--- config.mk ---
export PLATFORM = sky130hd
export DESIGN_NAME = jtag_debug_event_port
export DESIGN_NICKNAME = d
export VERILOG_FILES = /design/src/design/jtag_debug_pkg.sv /design/src/design/stream_if.sv /design/src/design/jtag_debug_event_port.sv /design/src/design/word_fifo.sv
export VERILOG_INCLUDE_DIRS = /design/src /design/src/design
export SDC_FILE = /design/constraint.sdc
export NUM_CORES = 1
export LEC_CHECK = 0
export BUFFER_PORTS_ARGS = -buffer_cell sky130_fd_sc_hd__buf_2
export CELL_PAD_IN_SITES_DETAIL_PLACEMENT = 0
export CELL_PAD_IN_SITES_GLOBAL_PLACEMENT = 1
export CORE_UTILIZATION = 53
export DETAILED_ROUTE_END_ITERATION = 12
export GPL_TIMING_DRIVEN = 0
export PLACE_DENSITY_LB_ADDON = 0.3
export SLEW_MARGIN = 20
export SYNTH_ARGS = -nofsm -noshare
export SYNTH_HDL_FRONTEND = slang
export SYNTH_SLANG_ARGS = --single-unit
--- constraint.sdc ---
create_clock -name clk_in -period 4.69 [get_ports clk_in]
set_clock_uncertainty 0.2 [all_clocks]
set_input_delay 0.2345 -clock clk_in [delete_from_list [all_inputs] [get_ports clk_in]]
set_output_delay 0.2345 -clock clk_in [all_outputs]
set_load 0.01 [all_outputs]
--- src/design/jtag_debug_defs.svh ---
/*
 Constants of the test access port and the debug-event logic.
 Assumes it is included by its bare name wherever a value is needed.
*/
`ifndef JTAG_DEBUG_DEFS_SVH
`define JTAG_DEBUG_DEFS_SVH

// ==========================================================
// Scan registers
`define IR_W 4
`define DR_W 8
`define IR_CAPTURE 4'h1
`define IR_DATA 4'h1
`define IR_GO 4'h2
`define IR_HALT 4'h3
`define IR_BYPASS 4'hF

// ==========================================================
// Debug event and buffering
`define EVT_CYCLES 3
`define FIFO_DEPTH 4

`endif

--- src/design/jtag_debug_pkg.sv ---
/*
 Types shared by the test port design: controller and debug states.
 Assumes nothing beyond a SystemVerilog compiler.
*/
`default_nettype none

package jtag_debug_pkg;
	typedef enum logic [3:0] {
		tlr, rti, sel_dr, cap_dr, sh_dr, ex1_dr, pa_dr, ex2_dr, upd_dr,
		sel_ir, cap_ir, sh_ir, ex1_ir, pa_ir, ex2_ir, upd_ir
	} tap_state_t;

	typedef enum logic [1:0] {
		dbg_run, dbg_finish, dbg_save, dbg_halt
	} dbg_state_t;
endpackage

`default_nettype wire

--- src/design/stream_if.sv ---
/*
 Valid/ready word stream between the port logic and its command buffer.
 Assumes both ends sit on the same clock.
*/
`default_nettype none

interface stream_if #(parameter int W = 8);
	logic valid;
	logic ready;
	logic [W-1:0] data;
	modport src (output valid, output data, input ready);
	modport snk (input valid, input data, output ready);
endinterface

`default_nettype wire

--- src/design/jtag_debug_event_port.sv ---
/*
 Test access port, debug-command path and open-drain debug-event pin.
 Assumes the test clock is far slower than clk_in so its edges are found
 by oversampling, and the core answers stop and save requests by handshake.
*/
`include "jtag_debug_defs.svh"
`default_nettype none

module jtag_debug_event_port
	import jtag_debug_pkg::*;
(
	input wire logic clk_in,
	input wire logic rst_n_in,
	input wire logic tck_in,
	input wire logic tms_in,
	input wire logic tdi_in,
	input wire logic trst_n_in,
	output logic tdo_out,
	output logic tdo_oe_out,
	input wire logic debug_event_n_in,
	output logic debug_event_n_out,
	output logic debug_event_n_oe_out,
	input wire logic breakpoint_in,
	input wire logic core_instr_done_in,
	input wire logic core_saved_in,
	output logic core_stop_out,
	output logic core_save_out,
	output logic cmd_valid_out,
	output logic [`DR_W-1:0] cmd_data_out,
	input wire logic cmd_ready_in
);
	// ==========================================================
	// Reset release and pin synchronisers
	logic [1:0] rst_pipe_q;
	logic rst_n, tap_rst_n;
	logic [3:0] meta_q, sync_q;
	logic tck_s, tms_s, tdi_s, de_s, tck_prev_q, tck_rise, tck_fall;

	always_ff @(posedge clk_in or negedge rst_n_in) begin
		if (!rst_n_in) begin
			rst_pipe_q <= 2'h0;
		end else begin
			rst_pipe_q <= {rst_pipe_q[0], 1'b1};
		end
	end
	assign rst_n = rst_pipe_q[1];
	assign tap_rst_n = rst_n && trst_n_in;

	always_ff @(posedge clk_in or negedge rst_n) begin
		if (!rst_n) begin
			// Idle pin levels: test clock low, the rest pulled up, so no false edge
			meta_q <= 4'hE;
			sync_q <= 4'hE;
			tck_prev_q <= 1'b0;
		end else begin
			meta_q <= {debug_event_n_in, tdi_in, tms_in, tck_in};
			sync_q <= meta_q;
			tck_prev_q <= sync_q[0];
		end
	end
	assign {de_s, tdi_s, tms_s, tck_s} = sync_q;
	assign tck_rise = tck_s && !tck_prev_q;
	assign tck_fall = !tck_s && tck_prev_q;

	// ==========================================================
	// Test controller
	function automatic tap_state_t tap_next(input tap_state_t s, input logic m);
		case (s)
			tlr: tap_next = m ? tlr : rti;
			rti: tap_next = m ? sel_dr : rti;
			sel_dr: tap_next = m ? sel_ir : cap_dr;
			cap_dr: tap_next = m ? ex1_dr : sh_dr;
			sh_dr: tap_next = m ? ex1_dr : sh_dr;
			ex1_dr: tap_next = m ? upd_dr : pa_dr;
			pa_dr: tap_next = m ? ex2_dr : pa_dr;
			ex2_dr: tap_next = m ? upd_dr : sh_dr;
			upd_dr: tap_next = m ? sel_dr : rti;
			sel_ir: tap_next = m ? tlr : cap_ir;
			cap_ir: tap_next = m ? ex1_ir : sh_ir;
			sh_ir: tap_next = m ? ex1_ir : sh_ir;
			ex1_ir: tap_next = m ? upd_ir : pa_ir;
			pa_ir: tap_next = m ? ex2_ir : pa_ir;
			ex2_ir: tap_next = m ? upd_ir : sh_ir;
			upd_ir: tap_next = m ? sel_dr : rti;
			default: tap_next = tlr;
		endcase
	endfunction

	tap_state_t tap_q, tap_d;
	logic [`IR_W-1:0] ir_q, ir_d, ir_sh_q, ir_sh_d;
	logic [`DR_W-1:0] dr_sh_q, dr_sh_d;
	logic byp_q, byp_d, tdo_q, tdo_d, oe_q, oe_d;
	logic upd_data_q, upd_data_d, go_q, go_d, halt_req_q, halt_req_d, dropped_q, dropped_d;
	logic halted;

	stream_if #(.W(`DR_W)) fill ();
	stream_if #(.W(`DR_W)) drain ();

	always_comb begin
		tap_d = tap_q;
		ir_d = ir_q;
		ir_sh_d = ir_sh_q;
		dr_sh_d = dr_sh_q;
		byp_d = byp_q;
		tdo_d = tdo_q;
		oe_d = oe_q;
		upd_data_d = 1'b0;
		go_d = 1'b0;
		halt_req_d = 1'b0;
		// Set beats clear: a refused word in the capture cycle stays flagged
		dropped_d = dropped_q || (upd_data_q && !(fill.ready && halted));
		if (tck_rise) begin
			tap_d = tap_next(tap_q, tms_s);
			case (tap_q)
				tlr: ir_d = `IR_BYPASS;
				cap_ir: ir_sh_d = `IR_CAPTURE;
				sh_ir: ir_sh_d = {tdi_s, ir_sh_q[`IR_W-1:1]};
				upd_ir: begin
					ir_d = ir_sh_q;
					go_d = (ir_sh_q == `IR_GO);
					halt_req_d = (ir_sh_q == `IR_HALT);
				end
				cap_dr: begin
					dr_sh_d = {halted, dropped_q, 6'h00};
					byp_d = 1'b0;
					if (ir_q == `IR_DATA) begin
						dropped_d = upd_data_q && !(fill.ready && halted);
					end
				end
				sh_dr: begin
					if (ir_q == `IR_DATA) begin
						dr_sh_d = {tdi_s, dr_sh_q[`DR_W-1:1]};
					end else begin
						byp_d = tdi_s;
					end
				end
				upd_dr: upd_data_d = (ir_q == `IR_DATA);
				default: ;
			endcase
		end
		if (tck_fall) begin
			oe_d = (tap_q == sh_ir) || (tap_q == sh_dr);
			if (tap_q == sh_ir) begin
				tdo_d = ir_sh_q[0];
			end else begin
				tdo_d = (ir_q == `IR_DATA) ? dr_sh_q[0] : byp_q;
			end
		end
	end

	// is the controller's duty; without it the rst_n release still starts in reset
	always_ff @(posedge clk_in or negedge tap_rst_n) begin
		if (!tap_rst_n) begin
			tap_q <= tlr;
			ir_q <= `IR_BYPASS;
			ir_sh_q <= '0;
			dr_sh_q <= '0;
			byp_q <= 1'b0;
			tdo_q <= 1'b0;
			oe_q <= 1'b0;
			upd_data_q <= 1'b0;
			go_q <= 1'b0;
			halt_req_q <= 1'b0;
			dropped_q <= 1'b0;
		end else begin
			tap_q <= tap_d;
			ir_q <= ir_d;
			ir_sh_q <= ir_sh_d;
			dr_sh_q <= dr_sh_d;
			byp_q <= byp_d;
			tdo_q <= tdo_d;
			oe_q <= oe_d;
			upd_data_q <= upd_data_d;
			go_q <= go_d;
			halt_req_q <= halt_req_d;
			dropped_q <= dropped_d;
		end
	end
	assign tdo_out = tdo_q;
	assign tdo_oe_out = oe_q;

	// ==========================================================
	// Command buffer toward the halted core
	assign fill.valid = upd_data_q && halted;
	assign fill.data = dr_sh_q;

	word_fifo #(.W(`DR_W), .DEPTH(`FIFO_DEPTH)) cmd_fifo (
		.clk_in(clk_in),
		.rst_n_in(rst_n),
		.wr(fill),
		.rd(drain)
	);

	logic cmd_valid_q, cmd_valid_d;
	logic [`DR_W-1:0] cmd_data_q, cmd_data_d;
	assign drain.ready = !cmd_valid_q || cmd_ready_in;

	always_comb begin
		cmd_valid_d = cmd_valid_q;
		cmd_data_d = cmd_data_q;
		if (drain.ready) begin
			cmd_valid_d = drain.valid;
			cmd_data_d = drain.data;
		end
	end

	always_ff @(posedge clk_in or negedge rst_n) begin
		if (!rst_n) begin
			cmd_valid_q <= 1'b0;
			cmd_data_q <= '0;
		end else begin
			cmd_valid_q <= cmd_valid_d;
			cmd_data_q <= cmd_data_d;
		end
	end
	assign cmd_valid_out = cmd_valid_q;
	assign cmd_data_out = cmd_data_q;

	// ==========================================================
	// Debug entry and event pulse
	dbg_state_t dbg_q, dbg_d;
	logic [1:0] evt_q, evt_d;
	logic de_oe_q, de_oe_d, stop_q, stop_d, save_q, save_d, ext_req;

	// Own drive is masked only while de_oe_q is high; its echo lasts two cycles longer and re-triggers entry if the core has resumed by then
	assign ext_req = !de_s && !de_oe_q;
	assign halted = (dbg_q == dbg_halt);

	always_comb begin
		dbg_d = dbg_q;
		evt_d = evt_q;
		de_oe_d = de_oe_q;
		if (de_oe_q) begin
			if (evt_q == 2'h0) begin
				de_oe_d = 1'b0;
			end else begin
				evt_d = evt_q - 1'b1;
			end
		end
		case (dbg_q)
			dbg_run: if (ext_req || halt_req_q || breakpoint_in) begin
				dbg_d = dbg_finish;
			end
			dbg_finish: if (core_instr_done_in) begin
				dbg_d = dbg_save;
			end
			dbg_save: if (core_saved_in) begin
				dbg_d = dbg_halt;
				de_oe_d = 1'b1;
				evt_d = 2'(`EVT_CYCLES - 1);
			end
			dbg_halt: if (go_q) begin
				dbg_d = dbg_run;
			end
			default: dbg_d = dbg_run;
		endcase
		stop_d = (dbg_d != dbg_run);
		save_d = (dbg_d == dbg_save);
	end

	always_ff @(posedge clk_in or negedge rst_n) begin
		if (!rst_n) begin
			dbg_q <= dbg_run;
			evt_q <= 2'h0;
			de_oe_q <= 1'b0;
			stop_q <= 1'b0;
			save_q <= 1'b0;
		end else begin
			dbg_q <= dbg_d;
			evt_q <= evt_d;
			de_oe_q <= de_oe_d;
			stop_q <= stop_d;
			save_q <= save_d;
		end
	end
	assign debug_event_n_oe_out = de_oe_q;
	assign debug_event_n_out = 1'b0;
	assign core_stop_out = stop_q;
	assign core_save_out = save_q;

	// ==========================================================
	// Checks
	mode_advance_a: assert property (@(posedge clk_in) disable iff (!tap_rst_n)
		tck_rise && tap_q == sh_dr && tms_s |=> tap_q == ex1_dr)
		else $error("mode select did not leave shift-DR");
	data_sample_a: assert property (@(posedge clk_in) disable iff (!tap_rst_n)
		tck_rise && tap_q == sh_ir |=> ir_sh_q[`IR_W-1] == $past(tdi_s))
		else $error("test data not shifted into instruction");
	tdo_drive_a: assert property (@(posedge clk_in) disable iff (!tap_rst_n)
		$rose(tdo_oe_out) |-> $past(tap_q == sh_ir || tap_q == sh_dr))
		else $error("test data out enabled outside shift");
	tdo_falling_a: assert property (@(posedge clk_in) disable iff (!tap_rst_n)
		$changed(tdo_out) |-> $past(tck_fall))
		else $error("test data out changed off falling edge");
	trst_init_a: assert property (@(posedge clk_in) disable iff (!rst_n)
		!trst_n_in |-> tap_q == tlr && !tdo_oe_out)
		else $error("test reset did not initialise controller");
	tdo_float_a: assert property (@(posedge clk_in) disable iff (!tap_rst_n)
		(tap_q == rti) [*8] |-> !tdo_oe_out)
		else $error("test data out driven while idle");
	entry_order_a: assert property (@(posedge clk_in) disable iff (!rst_n)
		dbg_q == dbg_finish && !core_instr_done_in |=> dbg_q == dbg_finish && core_stop_out && !core_save_out)
		else $error("debug entry skipped instruction completion");
	halt_wait_a: assert property (@(posedge clk_in) disable iff (!rst_n)
		halted && !go_q |=> halted && core_stop_out)
		else $error("halted core left debug without command");
	event_low_a: assert property (@(posedge clk_in) disable iff (!rst_n)
		debug_event_n_oe_out |-> !debug_event_n_out && halted)
		else $error("debug event driven other than low in debug");
	event_width_a: assert property (@(posedge clk_in) disable iff (!rst_n)
		$rose(debug_event_n_oe_out) |-> debug_event_n_oe_out [*3] ##1 !debug_event_n_oe_out)
		else $error("debug event pulse not three cycles");

	enter_halt_c: cover property (@(posedge clk_in) disable iff (!rst_n) $rose(halted));
	cmd_push_c: cover property (@(posedge clk_in) disable iff (!rst_n) fill.valid && fill.ready);
	resume_c: cover property (@(posedge clk_in) disable iff (!rst_n) halted && go_q);
	drop_c: cover property (@(posedge clk_in) disable iff (!rst_n) $rose(dropped_q));
endmodule

`default_nettype wire

--- src/design/word_fifo.sv ---
/*
 Small synchronous FIFO with valid/ready on both sides.
 Assumes one clock and an active-low asynchronous reset already synchronised.
*/
`default_nettype none

module word_fifo #(
	parameter int W = 8,
	parameter int DEPTH = 4
) (
	input wire logic clk_in,
	input wire logic rst_n_in,
	stream_if.snk wr,
	stream_if.src rd
);
	localparam int PW = $clog2(DEPTH);
	localparam int CW = $clog2(DEPTH + 1);

	logic [W-1:0] mem [DEPTH];
	logic [PW-1:0] wptr_q, wptr_d, rptr_q, rptr_d;
	logic [CW-1:0] count_q, count_d;
	logic push, pop;

	assign wr.ready = (count_q != CW'(DEPTH));
	assign rd.valid = (count_q != '0);
	assign rd.data = mem[rptr_q];
	assign push = wr.valid && wr.ready;
	assign pop = rd.valid && rd.ready;

	always_comb begin
		wptr_d = wptr_q;
		rptr_d = rptr_q;
		count_d = count_q;
		if (push) begin
			wptr_d = (wptr_q == PW'(DEPTH - 1)) ? '0 : wptr_q + 1'b1;
		end
		if (pop) begin
			rptr_d = (rptr_q == PW'(DEPTH - 1)) ? '0 : rptr_q + 1'b1;
		end
		if (push && !pop) begin
			count_d = count_q + 1'b1;
		end else if (pop && !push) begin
			count_d = count_q - 1'b1;
		end
	end

	always_ff @(posedge clk_in or negedge rst_n_in) begin
		if (!rst_n_in) begin
			wptr_q <= '0;
			rptr_q <= '0;
			count_q <= '0;
		end else begin
			wptr_q <= wptr_d;
			rptr_q <= rptr_d;
			count_q <= count_d;
		end
	end

	// Storage needs no reset; valid never exposes an unwritten slot
	always_ff @(posedge clk_in) begin
		if (push) begin
			mem[wptr_q] <= wr.data;
		end
	end
endmodule

`default_nettype wire

======== Yosys cells after proc, flatten, opt, wreduce, memory -nomap -nowiden ========
Memories as Yosys holds them, arrays and structs flattened. A register that Yosys moved wholly into a read port is not among the register bits.
Cells that the tools add are included.
storage, ports and cells
  bits in registers ....................... 53
  memories ................................ 1
  output and inout port bits .............. 15
  bits in writable memories ............... 32
operators by class
  equal/unequal tests ..................... 27
  mux-type cells .......................... 49
  reductions and logical operators ........ 41
  add/sub/neg operators ................... 5
memory list
  memory        words  bits a word  read ports  clocked after Yosys merged registers in  wr ports  line             text
  cmd_fifo.mem  4      8            1           1                                        1         word_fifo.sv:19  logic [W-1:0] mem [DEPTH];
operator list
  kind                 count
  $pmux 4 s12          1
  $eq 4x4->1 const B   8
  $mux 2               13
  $mux 1               21
  $eq 4x2->1 const B   4
  $eq 4x3->1 const B   4
  $mux 4               4
  $pmux 4 s2           2
  $pmux 8 s2           1
  $mux 3               4
  $logic_and 1x1->1    11
  $eq 2x2->1 const B   5
  $reduce_bool 2->1    5
  $logic_not 1->1      9
  $eq 4x1->1 const B   2
  $mux 8               1
  $pmux 2 s4           1
  $reduce_and 3->1     2
  $logic_or 1x1->1     5
  $add 2x1->2 const B  2
  $logic_not 2->1      2
  $logic_not 4->1      1
  $ne 2x2->1 const B   2
  $reduce_and 2->1     2
  9 further kinds      10

======== Depth between registers and ports, before layout ========
  depth after elaboration ................. 8
  depth in mapped cells ................... 10
  depth with buffers taken out ............ 9

======== Modules after synthesis ========
From an unflattened synthesis, not the netlist that was laid out.
unflattened totals
  cell total of the unflattened synthesis .. 286
  area total of the unflattened synthesis .. 3940.0 µm²
modules (own cells, without submodules)
  module                 cells an instance  instances  sequential area each (µm²)  area an instance (µm²)
  jtag_debug_event_port  207                1          1363.8                      2341.0
  word_fifo              79                 1          1136.1                      1599.0

======== Least setup slack after synthesis ========
OpenSTA, ideal clock, no wires.
  kind .................................... register to register
  from .................................... register cmd_valid_q, in the netlist cmd_valid_out
  to ...................................... register cmd_fifo.count_q[1]
  period minus slack after synthesis ...... 2310 ps
  slack ................................... 2380 ps
  library setup time ...................... 125 ps
  arrival ................................. 1985 ps
  path buffers ............................ 1
  required time ........................... 4365 ps
  stages on the path, launching flop included .. 9
  cell sequence ........................... dfrtp_1 > nand2b_1 > clkbuf_1 > o31a_1 > inv_1 > ha_1 > inv_1 > fa_1 > mux2_2
on the way
  cells in the longest elaborated chain, start to end .. 6
  elaborated cells between the ends (all ways) .. 8
RTL lines
  what                      line                          text
  start: declaration        jtag_debug_event_port.sv:194  logic cmd_valid_q, cmd_valid_d;
  start signal: assignment  jtag_debug_event_port.sv:212  cmd_valid_q <= cmd_valid_d;
  $logic_not 1->1           jtag_debug_event_port.sv:196  assign drain.ready = !cmd_valid_q || cmd_ready_in;
  $logic_or 1x1->1          jtag_debug_event_port.sv:196
  $logic_and 1x1->1         word_fifo.sv:28               assign pop = rd.valid && rd.ready;
  $logic_not 1->1           word_fifo.sv:40               if (push && !pop) begin
  $logic_and 1x1->1         word_fifo.sv:40
  $mux 3                    word_fifo.sv:40
  net cmd_fifo.count_d[1]   word_fifo.sv:21               logic [CW-1:0] count_q, count_d;
  end signal: assignment    word_fifo.sv:55               count_q <= count_d;
  end: declaration          word_fifo.sv:21
The timed path passes the listed nets, and every way through them passes these cells.
A chain may end at the register's enable or synchronous reset.

======== Final worst setup path ========
Ends and elaborated chain as after synthesis.

==> summary.txt <==
Outcome
  – Outcome: completed

CTS
  – Max H-tree Level: 3
  – CTS tree: built
  – Clk sink count: 93
  – Clk slew on worst S/H paths: approximately 0.09 ns
  – Cts repair resizes: 0
  – Num CTS Buffers: 9
  – Worst-skew pair later-pin latency: 0.36 ns
  – Clock Path Buffers: 2
  – Root buf cell: clkbuf_8

Detailed routing
  – DR WL/cell: between 10 and 15 um
  – Post-route ant nets: 0
  – Pre-Repair DR Iteration Count: 4
  – 1st-iter DRT viols: 99
  – Drc violations: 0
  – Total wire length: 6290 um
  – Via count: roughly 2300
  – Vias per cell: 5.35

Timing
  – Setup TNS Final: 0 ns
  – Worst slew pin tran: 0.709 ns
  – Setup Viol. Count Final: 0
  – Final Hold Fails: 0
  – Slew headroom: 0.528
  – Max-slew violation count: 0
  – Max Fclk: 0.405 GHz
  – Worst setup slack after layout: between 2 and 2.5 ns
  – RSZ-0062 raised after global routing: false
  – Final min period: 2.47 ns
  – Final Cycle Share: 0.526

Yosys
  – Main area contributors after synthesis: dfrtp_1 (33%), edfxtp_1 (25%), dfstp_2 (6.7%), mux4_2 (4.6%), mux2_2 (3.7%)
  – Yosys top cell area share: 0.326
  – Register area share after synthesis: 0.638
  – Syn Inst Count: 283
  – Distinct cells, synth: 58
  – #FFs+latches synth: 93
  – Top_reg_cell synth: dfrtp_1
  – Synth warnings: 0
  – Mean Syn Cell Area: ~14 um2
  – Synth async-reset ratio: 0.656
  – Post-synth top area cell: dfrtp_1
  – Synthesized area: 3920 um2
  – Syn nets: 301
  – Post-synth EDFFs: 32

Place
  – Gpl congestion: 0.789
  – Setup WS pre-CTS: 2.19 ns
  – Dpl cell area: 4160 um2
  – HPWL reported at the end of detailed placement: about 4200 um
  – IO Port Bufs: 24
  – Dpl cells: 403

Final layout
  – Non-Filler Instances: 428
  – Area Overhead vs Synth: 13.6%
  – Final core utilization: 0.637
  – Commonest non-fill, non-tap cell in the layout: dfrtp_1
  – Layout cells sized above 1: 0.250
  – Most frequent cells in the layout: dfrtp_1 (50), edfxtp_1 (32), buf_2 (27)
  – Fin area: 4450 um2
  – ANT cells: 0
  – Nets@finish: ~350

Floorplan
  – Core Area: 6980 um2
  – Die footprint: 7740 um2
  – Boundary pin count: 26
  – Die Y: 88.0 um
  – Initial Util: 0.561
  – DIE WIDTH: 88.0 um
  – # rows: 30

Critical path
  – Startpoint Class: flip-flop
  – Worst Path Max Fanout: 10
  – Crit path kind: reg -> reg
  – CP required: between 4 and 5 ns
  – Critical Path Sink Type: flip-flop
  – Worst EP arrival: 2.52 ns

GRT
  – GRT Overall Usage: 0.186
  – Initial antenna violation count: 0
  – Global-route met1 utilization: 0.236
  – First-pass GRT wire length: 10500 um
  – Top Usage Layer GRT: met2
  – Met3 Use GR: 0.0339
  – Total grt overflow: 0
  – Met2 GRT Util: 0.303
  – Largest net degree at the start of global routing: 34
  – Vias in the first global route: 2277

Pwr
  – Max IR drop VDD: 221 uV
  – Pleak: approximately 0.0018 uW
  – Pwr/cell area: between 400 and 500 nW/um2

Worst hold path
  – Hold Path Class: in -> reg

Job
  – Max Cap Viol: 0
## flip-flops by register name (all words and copies together) (netlist names), 3 cells and up
register and cells:
cmd_fifo.count_q 3, sync_q 4, cmd_fifo.mem 32, cmd_data_out 8
dr_sh_q 8, ir_q 4, ir_sh_q 4, tap_q 4
meta_q 4
## metrics by stage
step	power [uW]	hold WS, ns
2_1_floorplan	1480	-0.261
3_3_place_gp	1600	-0.181
3_5_place_dp	1610	-0.178
4_1_cts	2150	0.0725
5_1_grt	2270	0.128
6_report	2130	0.0960
## power breakdown
part,switching (uW),leakage [uW],internal (uW)
combinational,273,0.000668,277
sequential,100,0.00105,949
clock,275,0.000104,260
total,648,0.00182,1490
## final timing paths
kind	start	depth (start not counted)	slack (ns)	endpoint
max	cmd_valid_out$_DFFE_PN0N_	8	2.22	cmd_fifo.count_q[1]$_DFFE_PN0P_
min	breakpoint_in	4	0.1	core_stop_out$_DFF_PN0_
max reg2reg	cmd_valid_out$_DFFE_PN0N_	8	2.22	cmd_fifo.count_q[1]$_DFFE_PN0P_
min reg2reg	rst_pipe_q[1]$_DFF_PN0_	0	0.13	cmd_fifo.wptr_q[0]$_DFFE_PN0P_
max in group asynchronous	rst_pipe_q[1]$_DFF_PN0_	1	3.04	tap_q[2]$_DFFE_PN0P_
min in group asynchronous	rst_pipe_q[1]$_DFF_PN0_	0	0.13	cmd_fifo.wptr_q[0]$_DFFE_PN0P_
## worst max-delay path, stage by stage (launching register included)
cell and delay [ns]:
dfrtp_1 0.38, nand2b_1 0.07, clkbuf_1 0.41, o31a_1 0.29, inv_1 0.06, ha_1 0.21, inv_1 0.07, fa_1 0.40
mux2_2 0.27
## cell families (layout without fill, tap and decap cells)
kind of cell,Yosys count,count (layout),synth area share
flip-flops,93,93,0.638
AND/OR/NAND/NOR,76,76,0.112
AO/OA/AOI/OAI,55,55,0.0999
multiplexers,24,24,0.0916
buffers and inverters,22,71,0.0230
adder cells (fa/ha/maj),7,7,0.0243
XOR/XNOR,4,4,0.00894
other,2,2,0.00192
## cells in the mapped netlist (all sizes together) (2+ instances only)
cell and number:
dfrtp 51, edfxtp 32, nand2 24, mux2 15, o21ai 13, nor2 11, clkbuf 10, dfstp 10
a22o 9, inv 8, mux4 8, a21oi 7, and2 6, ha 6, nand2b 5, nand3b 5
nor2b 5, a31oi 4, buf 4, o22a 4, a211oi 3, nand3 3, o22ai 3, xor2 3
a2bb2oi 2, and2b 2, conb 2, nor3 2, nor4b 2, o211ai 2, o31ai 2, or3b 2
## repair_timing
item,in CTS,in global routing
endpoints found under the hold margin,34,0
buffers inserted,0,0
hold buffers,9,0
## per-layer routing
layer / share of wire / routed length [um] / up-vias
met5: 0 / 0 / -
met4: 0.020 / 124 / 0
met3: 0.023 / 142 / 8
met2: 0.49 / 3110 / 38
met1: 0.46 / 2910 / 1128
li1: - / - / 1117
## area by class of cell
type                            count  area, um2
Fill cell                         560       2530
Tap cell                           96        120
Clock buffer                       10        138
Buffer                             14       60.1
Clock inverter                      6       61.3
Inverter                            8       30.0
Timing Repair Buffer               33        210
Multi-Input combinational cell    168       1330
Sequential cell                    93       2500
Power figures use the tool's default switching activity.
